File: src/design/nmd_pkg.sv
// Constants for the nibble-mode DRAM controller.
// Assumes a 10 MHz system clock.
package nmd_pkg;
   localparam int CLK_NS = 100;
   localparam int PWRUP_US = 100;
   localparam int PWRUP_CYC = (PWRUP_US * 1000 + CLK_NS - 1) / CLK_NS;
   localparam int INIT_CYCLES = 8;
   localparam int REFRESH_ROWS = 512;
   localparam int REFRESH_MS = 8;
   localparam int REF_INT_CYC = (REFRESH_MS * 1000000 / CLK_NS) / REFRESH_ROWS;
   localparam int ROW_LOW_MAX_NS = 10000;
   localparam int ROW_LOW_MAX_BURST_NS = 100000;
   localparam int ROW_LOW_MAX_CYC = ROW_LOW_MAX_NS / CLK_NS;
   localparam int ROW_LOW_MAX_BURST_CYC = ROW_LOW_MAX_BURST_NS / CLK_NS;
   localparam int NIBBLE_BITS = 4;
   localparam int CAS_WAIT_CYC = 2;
   localparam int ADDR_W = 20;
   localparam int MUX_W = 10;
   localparam int CNT_W = 16;
   localparam logic [1:0] RESET_NIB = 2'h0;
endpackage

File: src/design/nmd_ctrl.sv
// Controller that drives a 1M x 1 nibble-mode DRAM through its pins.
// Assumes a 10 MHz clock; one request at a time from the user side.
`timescale 1ns/1ns
`default_nettype none
module nmd_ctrl
   import nmd_pkg::*;
(
   input wire logic clock,
   input wire logic rst,
   input wire logic req_valid,
   input wire logic req_write,
   input wire logic req_nibble,
   input wire logic [ADDR_W-1:0] req_addr,
   input wire logic [NIBBLE_BITS-1:0] req_wdata,
   input wire logic dram_dout,
   output logic req_ready,
   output logic rsp_valid,
   output logic [NIBBLE_BITS-1:0] rsp_rdata,
   output logic init_done,
   output logic [MUX_W-1:0] muxed_address,
   output logic ras_n,
   output logic cas_n,
   output logic we_n,
   output logic dram_din
);
   typedef enum logic [7:0] {
      S_PWR = 8'h01, S_IDLE = 8'h02, S_ROW = 8'h04, S_COL = 8'h08,
      S_CASL = 8'h10, S_CASH = 8'h20, S_RPRE = 8'h40, S_REF = 8'h80
   } nmd_state_t;
   nmd_state_t st_q, st_d;
   logic [CNT_W-1:0] cnt_q, cnt_d, ref_q, ref_d, low_q, low_d;
   logic [3:0] init_q, init_d;
   logic [1:0] nib_q, nib_d;
   logic wr_q, wr_d, nb_q, nb_d, refp_q, refp_d, rfc_q, rfc_d;
   logic [ADDR_W-1:0] addr_q, addr_d;
   logic [NIBBLE_BITS-1:0] wd_q, wd_d, rd_q, rd_d;
   logic ras_d, cas_d, we_d, din_d, rdy_d, rv_d, done_d;
   logic [NIBBLE_BITS-1:0] rdat_d;
   logic [MUX_W-1:0] ma_d;
   logic dout_s;
   nmd_sync u_sync (.clock(clock), .rst(rst), .din(dram_dout), .dout(dout_s));
   always_comb begin
      st_d = st_q;
      cnt_d = cnt_q;
      init_d = init_q;
      nib_d = nib_q;
      wr_d = wr_q;
      nb_d = nb_q;
      addr_d = addr_q;
      wd_d = wd_q;
      rd_d = rd_q;
      ras_d = ras_n;
      cas_d = cas_n;
      we_d = we_n;
      din_d = dram_din;
      ma_d = muxed_address;
      rdy_d = 1'b0;
      rv_d = 1'b0;
      done_d = init_done;
      rdat_d = rsp_rdata;
      rfc_d = rfc_q;
      // Refresh pacing
      ref_d = (ref_q == CNT_W'(REF_INT_CYC - 1)) ? '0 : ref_q + 1'b1;
      refp_d = refp_q | (ref_q == CNT_W'(REF_INT_CYC - 1));
      low_d = ras_n ? '0 : low_q + 1'b1;
      case (st_q)
         S_PWR: begin
            cnt_d = cnt_q + 1'b1;
            if (cnt_q == CNT_W'(PWRUP_CYC - 1)) begin
               st_d = S_RPRE;
               cnt_d = '0;
               rfc_d = 1'b0;
            end
         end
         S_IDLE: begin
            rdy_d = ~refp_d & init_q == 4'(INIT_CYCLES);
            if (init_q != 4'(INIT_CYCLES) || refp_q) begin
               // Column-before-row refresh; init cycles use it too
               cas_d = 1'b0;
               st_d = S_REF;
               rfc_d = 1'b1;
               // A pacing tick in this same cycle must not be lost
               refp_d = (ref_q == CNT_W'(REF_INT_CYC - 1));
               if (init_q != 4'(INIT_CYCLES)) init_d = init_q + 1'b1;
            end else if (req_valid && req_ready) begin
               wr_d = req_write;
               nb_d = req_nibble;
               addr_d = req_addr;
               wd_d = req_wdata;
               nib_d = RESET_NIB;
               rdy_d = 1'b0;
               rfc_d = 1'b0;
               ma_d = req_addr[ADDR_W-1:MUX_W];
               st_d = S_ROW;
            end
         end
         S_ROW: begin
            ras_d = 1'b0;
            st_d = S_COL;
         end
         S_COL: begin
            ma_d = addr_q[MUX_W-1:0];
            we_d = ~wr_q;
            din_d = wd_q[0];
            st_d = S_CASL;
         end
         S_CASL: begin
            cas_d = 1'b0;
            cnt_d = '0;
            st_d = S_CASH;
         end
         S_CASH: begin
            // Column strobe stays low until the read bit is through the synchroniser
            if (cnt_q != CNT_W'(CAS_WAIT_CYC)) begin
               cnt_d = cnt_q + 1'b1;
            end else begin
               cnt_d = '0;
               if (!wr_q) rd_d[nib_q] = dout_s;
               cas_d = 1'b1;
               if (nb_q && nib_q != 2'(NIBBLE_BITS - 1)
                   && low_q < CNT_W'(ROW_LOW_MAX_BURST_CYC - 4)) begin
                  nib_d = nib_q + 1'b1;
                  din_d = wd_q[nib_q + 1'b1];
                  st_d = S_CASL;
               end else begin
                  ras_d = 1'b1;
                  st_d = S_RPRE;
                  rv_d = 1'b1;
                  rdat_d = rd_d;
               end
            end
         end
         S_REF: begin
            if (!ras_n) begin
               ras_d = 1'b1;
               cas_d = 1'b1;
               st_d = S_RPRE;
            end else begin
               ras_d = 1'b0;
            end
         end
         S_RPRE: begin
            we_d = 1'b1;
            if (init_q == 4'(INIT_CYCLES)) done_d = 1'b1;
            st_d = S_IDLE;
         end
         default: st_d = S_PWR;
      endcase
   end
   always_ff @(posedge clock or posedge rst) begin
      if (rst) begin
         st_q <= S_PWR;
         cnt_q <= '0;
         ref_q <= '0;
         low_q <= '0;
         init_q <= '0;
         nib_q <= RESET_NIB;
         wr_q <= 1'b0;
         nb_q <= 1'b0;
         refp_q <= 1'b0;
         rfc_q <= 1'b0;
         addr_q <= '0;
         wd_q <= '0;
         rd_q <= '0;
         ras_n <= 1'b1;
         cas_n <= 1'b1;
         we_n <= 1'b1;
         dram_din <= 1'b0;
         muxed_address <= '0;
         req_ready <= 1'b0;
         rsp_valid <= 1'b0;
         init_done <= 1'b0;
         rsp_rdata <= '0;
      end else begin
         st_q <= st_d;
         cnt_q <= cnt_d;
         ref_q <= ref_d;
         low_q <= low_d;
         init_q <= init_d;
         nib_q <= nib_d;
         wr_q <= wr_d;
         nb_q <= nb_d;
         refp_q <= refp_d;
         rfc_q <= rfc_d;
         addr_q <= addr_d;
         wd_q <= wd_d;
         rd_q <= rd_d;
         ras_n <= ras_d;
         cas_n <= cas_d;
         we_n <= we_d;
         dram_din <= din_d;
         muxed_address <= ma_d;
         req_ready <= rdy_d;
         rsp_valid <= rv_d;
         init_done <= done_d;
         rsp_rdata <= rdat_d;
      end
   end
   // Checks
   property p_pwr_wait;
      @(posedge clock) disable iff (rst) (st_q == S_PWR) |-> ras_n && cas_n;
   endproperty
   a_pwr_wait: assert property (p_pwr_wait) else $error("strobe during power wait");
   property p_cbr;
      @(posedge clock) disable iff (rst) $fell(ras_n) |-> (!cas_n == rfc_q);
   endproperty
   a_cbr: assert property (p_cbr) else $error("refresh without early cas");
   property p_burst_len;
      @(posedge clock) disable iff (rst) !ras_n |-> low_q < CNT_W'(ROW_LOW_MAX_BURST_CYC);
   endproperty
   a_burst_len: assert property (p_burst_len) else $error("row strobe low too long");
   property p_we_stable;
      @(posedge clock) disable iff (rst) !cas_n && st_q != S_REF |-> $stable(we_n);
   endproperty
   a_we_stable: assert property (p_we_stable) else $error("we moved under cas");
   property p_rd_we;
      @(posedge clock) disable iff (rst) !cas_n && !wr_q && st_q == S_CASH |-> we_n;
   endproperty
   a_rd_we: assert property (p_rd_we) else $error("read with we low");
   property p_pre;
      @(posedge clock) disable iff (rst) $rose(ras_n) |-> ##1 ras_n;
   endproperty
   a_pre: assert property (p_pre) else $error("no precharge");
   property p_nib;
      @(posedge clock) disable iff (rst) st_q == S_CASH |-> nib_q <= 2'(NIBBLE_BITS - 1);
   endproperty
   a_nib: assert property (p_nib) else $error("nibble overrun");
   property p_row_first;
      @(posedge clock) disable iff (rst) st_q == S_ROW |=> !ras_n && cas_n;
   endproperty
   a_row_first: assert property (p_row_first) else $error("row not first");
   c_ref: cover property (@(posedge clock) disable iff (rst) st_q == S_REF);
   c_wr: cover property (@(posedge clock) disable iff (rst) rsp_valid && wr_q);
   c_nib: cover property (@(posedge clock) disable iff (rst) st_q == S_CASH && nib_q == 2'h3);
endmodule
`default_nettype wire

File: src/design/nmd_sync.sv
// Two-flop synchroniser for one level.
// Assumes a single clock domain at the destination.
`timescale 1ns/1ns
`default_nettype none
module nmd_sync (
   input wire logic clock,
   input wire logic rst,
   input wire logic din,
   output logic dout
);
   logic meta_q;
   logic meta_d;
   logic out_d;
   always_comb begin
      meta_d = din;
      out_d = meta_q;
   end
   always_ff @(posedge clock or posedge rst) begin
      if (rst) begin
         meta_q <= 1'b0;
         dout <= 1'b0;
      end else begin
         meta_q <= meta_d;
         dout <= out_d;
      end
   end
endmodule
`default_nettype wire

File: config.mk
export PLATFORM = sky130hd
export DESIGN_NAME = nmd_ctrl
export DESIGN_NICKNAME = d
export VERILOG_FILES = /design/src/design/nmd_pkg.sv /design/src/design/nmd_ctrl.sv /design/src/design/nmd_sync.sv
export SDC_FILE = /design/constraint.sdc
export NUM_CORES = 1
export LEC_CHECK = 0
export ABC_CLOCK_PERIOD_IN_PS = 5000
export BUFFER_PORTS_ARGS = -buffer_cell sky130_fd_sc_hd__buf_2
export CELL_PAD_IN_SITES_DETAIL_PLACEMENT = 1
export CELL_PAD_IN_SITES_GLOBAL_PLACEMENT = 2
export CORE_ASPECT_RATIO = 1.75
export CORE_MARGIN = 5
export CORE_UTILIZATION = 41
export CTS_CLUSTER_SIZE = 10
export DETAILED_ROUTE_END_ITERATION = 7
export GPL_TIMING_DRIVEN = 0
export PLACE_DENSITY = 0.84
export SLEW_MARGIN = 20
export SYNTH_ARGS = -nofsm -noshare
export SYNTH_HDL_FRONTEND = slang
export SYNTH_HIERARCHICAL = 1
export SYNTH_SLANG_ARGS = --single-unit
File: constraint.sdc
create_clock -name clock -period 5 [get_ports clock]
set_clock_uncertainty 0.1 [all_clocks]
set_input_delay 0.25 -clock clock [delete_from_list [all_inputs] [get_ports clock]]
set_output_delay 0.25 -clock clock [all_outputs]
set_load 0.05 [all_outputs]
==> impl_metrics.toml <==
[placement]
gp_congestion = 0.821
port_buffers = 50
dp_hpwl_um = 9540
dp.cells = 715
dpl_cell_area_mm2 = 0.00567

[logic_synthesis]
synth-edff-count = 0
yosys-top-cells-area = "dfrtp_1, mux2_2, nor2_1"
synth_area_per_cell_um2 = 10.4
synth_warnings = 6
synth.top_cell.area_share_pct = 49.3
synthCells = 496
synth.distinct_cells = 52
synth_area_mm2 = 0.00518
yosysSeqAreaShare_pct = 51.3
synth-async-reset-ratio_pct = 100
yosysTopAreaCell = "dfrtp_1"
synth_ff_type = "dfrtp_1"
syn_nets = 536
ys_ff_latch = 106

[clock_tree]
cts_num_sinks = 106
path_clk_slew_ns = 0.07
cts_tree = "done"
htreeDepth = 3
ctsRootBufferMaster = "clkbuf_16"
cts_buffers = 9
clock_latency_ns = 0.35
cts_setup_buffers = 0
clk_path_buf_depth = 2
cts_resized = 0

[power_and_ir_drop]
p_clk_share_pct = 36.2
power.leakage_nw = 2.74
swShare_pct = 29.8
powerDensity_mw_per_mm2 = 355
internal_power_mw = 1.50
combPwrFrac_pct = 18.8
p_switching_uw = 637
ir_worst_vdd_mv = 0.167
sequentialPowerShare_pct = 45.0
p_total_mw = 2.14

[timing]
fin_setup_tns_ns = 0
slew_viol_final = 0
rsz0062_at_grt = "no"
finalCriticalPeriod_ns = 2.84
post-route-period-util_pct = 56.8
finalSetupViolations = 0
tightest_slew_ns = 0.867
fmax_ghz = 0.352
slew_headroom_pct = 41.8
hold_viol = 0

[critical_path]
crit-reg2reg-capture = "st_q[6]$_DFFE_PP0P_"
cp.arrival_ns = 2.97
r2r-start = "nib_q[0]$_DFFE_PP0P_"
cp.required_ns = 5.13
cp-end-kind = "flip-flop"
crit_fanout = 8
start_kind = "flip-flop"
rr_worst_depth = 6
worst-setup-path-type = "flip-flop to flip-flop"
r2r_slack_ns = 2.16

[grt]
grt_pass1_wl_um = 20600
grt_max_degree = 57
antenna_found_initial = 0
grt-ovfl-total = 0
grt_pass1_vias = 4328
grt_use_total_pct = 17.5

[floorplan]
dieArea_mm2 = 0.0151
start_util_pct = 41.6
coreArea_mm2 = 0.0124
die_w_um = 94.9
die_y_um = 159
ios = 51
rows = 54

[finish]
area_growth_pct = 16.2
fin_area_mm2 = 0.00602
fin_util_pct = 48.4
layout-drive-gt1-share_pct = 20.2
n_antenna_cell = 0
stdcell_count = 733
fillers = 1476
layout_commonest_cell = "dfrtp_1"
fin_nets = 600
most-common-layout-cells = "dfrtp_1, nor2_1, buf_2, nand2_1, nand3_1"

[drt]
dr.pass1.iters = 4
antenna_left = 0
drcViolationCount = 0
via_per_inst = 5.41
drt_iter0_markers = 68
vias = 3962
wl_um = 12500
wl_per_cell_um = 17.1

[worst_hold_path]
hp-class = "input port to flip-flop"
min-delay-start = "req_addr[1]"
whs_endpoint = "addr_q[1]$_DFFE_PP0P_"
min_path_cells = 2

[job]
drv_cap = 0

[outcome]
run_status = "finished, final reports clean"
-- metrics by stage --
stage	worst slack, ns	hold slack [ns]
floorplan	1.92	-0.109
global placement	0.684	0.00823
detailed placement	2.08	0.0488
CTS	2.06	0.0188
global route	1.98	0.0233
finish	2.16	0.0268
-- final cells by class --
type	count	area [um^2]	share of cell area, %
Inverter	16	65.1	1.08
Sequential cell	106	2660	44.2
Multi-Input combinational cell	356	2380	39.6
Clock inverter	5	85.1	1.41
Tap cell	168	210	3.49
Clock buffer	11	243	4.03
Buffer	18	75.1	1.25
Timing Repair Buffer	53	298	4.95
-- cell families (layout without fill, tap and decap cells) --
group	after synthesis	after routing	share of synthesized area (%)
mux	41	41	8.92
xor+xnor	39	39	6.60
fa+ha+maj	10	10	2.42
simple gates	219	219	22.6
buf+inv	34	103	2.61
flops	106	106	51.3
compound gates	47	47	5.54
-- synth_stat cells (3+ instances only) --
library cell / number
dfstp_2: 4
o21ai_0: 16
nand3_1: 27
and4_1: 6
mux2_2: 25
or3_1: 4
nor2_1: 64
clkbuf_1: 11
nand3b_1: 3
nand2b_1: 6
xor2_1: 23
ha_1: 10
nand2_1: 31
a21oi_1: 14
nor3_1: 12
xnor2_1: 16
nor2b_1: 8
and3_1: 11
dfrtp_1: 102
mux2_4: 4
nand4_1: 18
inv_1: 16
mux2i_1: 12
nor4_1: 9
buf_2: 6
-- how the worst max path moves through the flow --
stage / start / to / slack, ns
2_1_floorplan: rst / addr_q[0]$_DFFE_PP0P_ / 1.92
3_3_place_gp: rst / ref_q[9]$_DFF_PP0_ / 0.68
3_5_place_dp: nib_q[0]$_DFFE_PP0P_ / st_q[6]$_DFFE_PP0P_ / 2.08
4_1_cts: nib_q[0]$_DFFE_PP0P_ / st_q[6]$_DFFE_PP0P_ / 2.06
5_1_grt: nib_q[0]$_DFFE_PP0P_ / st_q[6]$_DFFE_PP0P_ / 1.98
6_report: nib_q[0]$_DFFE_PP0P_ / st_q[6]$_DFFE_PP0P_ / 2.16
-- power groups by stage --
stage	clock network (mW)	logic, mW	registers, mW
6_report	0.773	0.402	0.960
5_1_grt	0.830	0.442	0.966
4_1_cts	0.796	0.408	0.961
3_5_place_dp	0	0.404	0.976
3_3_place_gp	0	0.390	0.973
2_1_floorplan	0	0.236	1.01
-- per-layer routing --
metal  up-vias  share of wire [%]  track usage, %
met3        22                3.5            3.36
met4         0                2.1            6.88
met2        72                 57            34.8
met1      2002                 37            17.3
li1       1866                  -               -
met5         -                  0               0
-- timing repair --
action	in CTS	in global routing
endpoints found under the setup margin	0	0
hold buffers	2	0
endpoints found under the hold margin	57	0
-- sequential cells by signal, indices dropped and copies added, names as in the netlist --
name and cells:
ref_q 16, init_q 4, ras_n 1, refp_q 1, st_q 8, init_done 1
rd_q 4, addr_q 10, dram_din 1, we_n 1, nib_q 2, req_ready 1
low_q 16, nb_q 1, cas_n 1, u_sync/meta_q 1, wr_q 1, wd_q 4
muxed_address 10, u_sync/dout 1, rsp_rdata 4, rsp_valid 1, cnt_q 16
-- critical path, stage by stage, from the launching register on --
cell and delay [ns]:
dfrtp_1 0.47, ha_1 0.29, or4_1 0.53, a311oi_1 0.69, nor2_4 0.11, or3_1 0.33, and3_1 0.20
(Power assumes the default switching activity.)
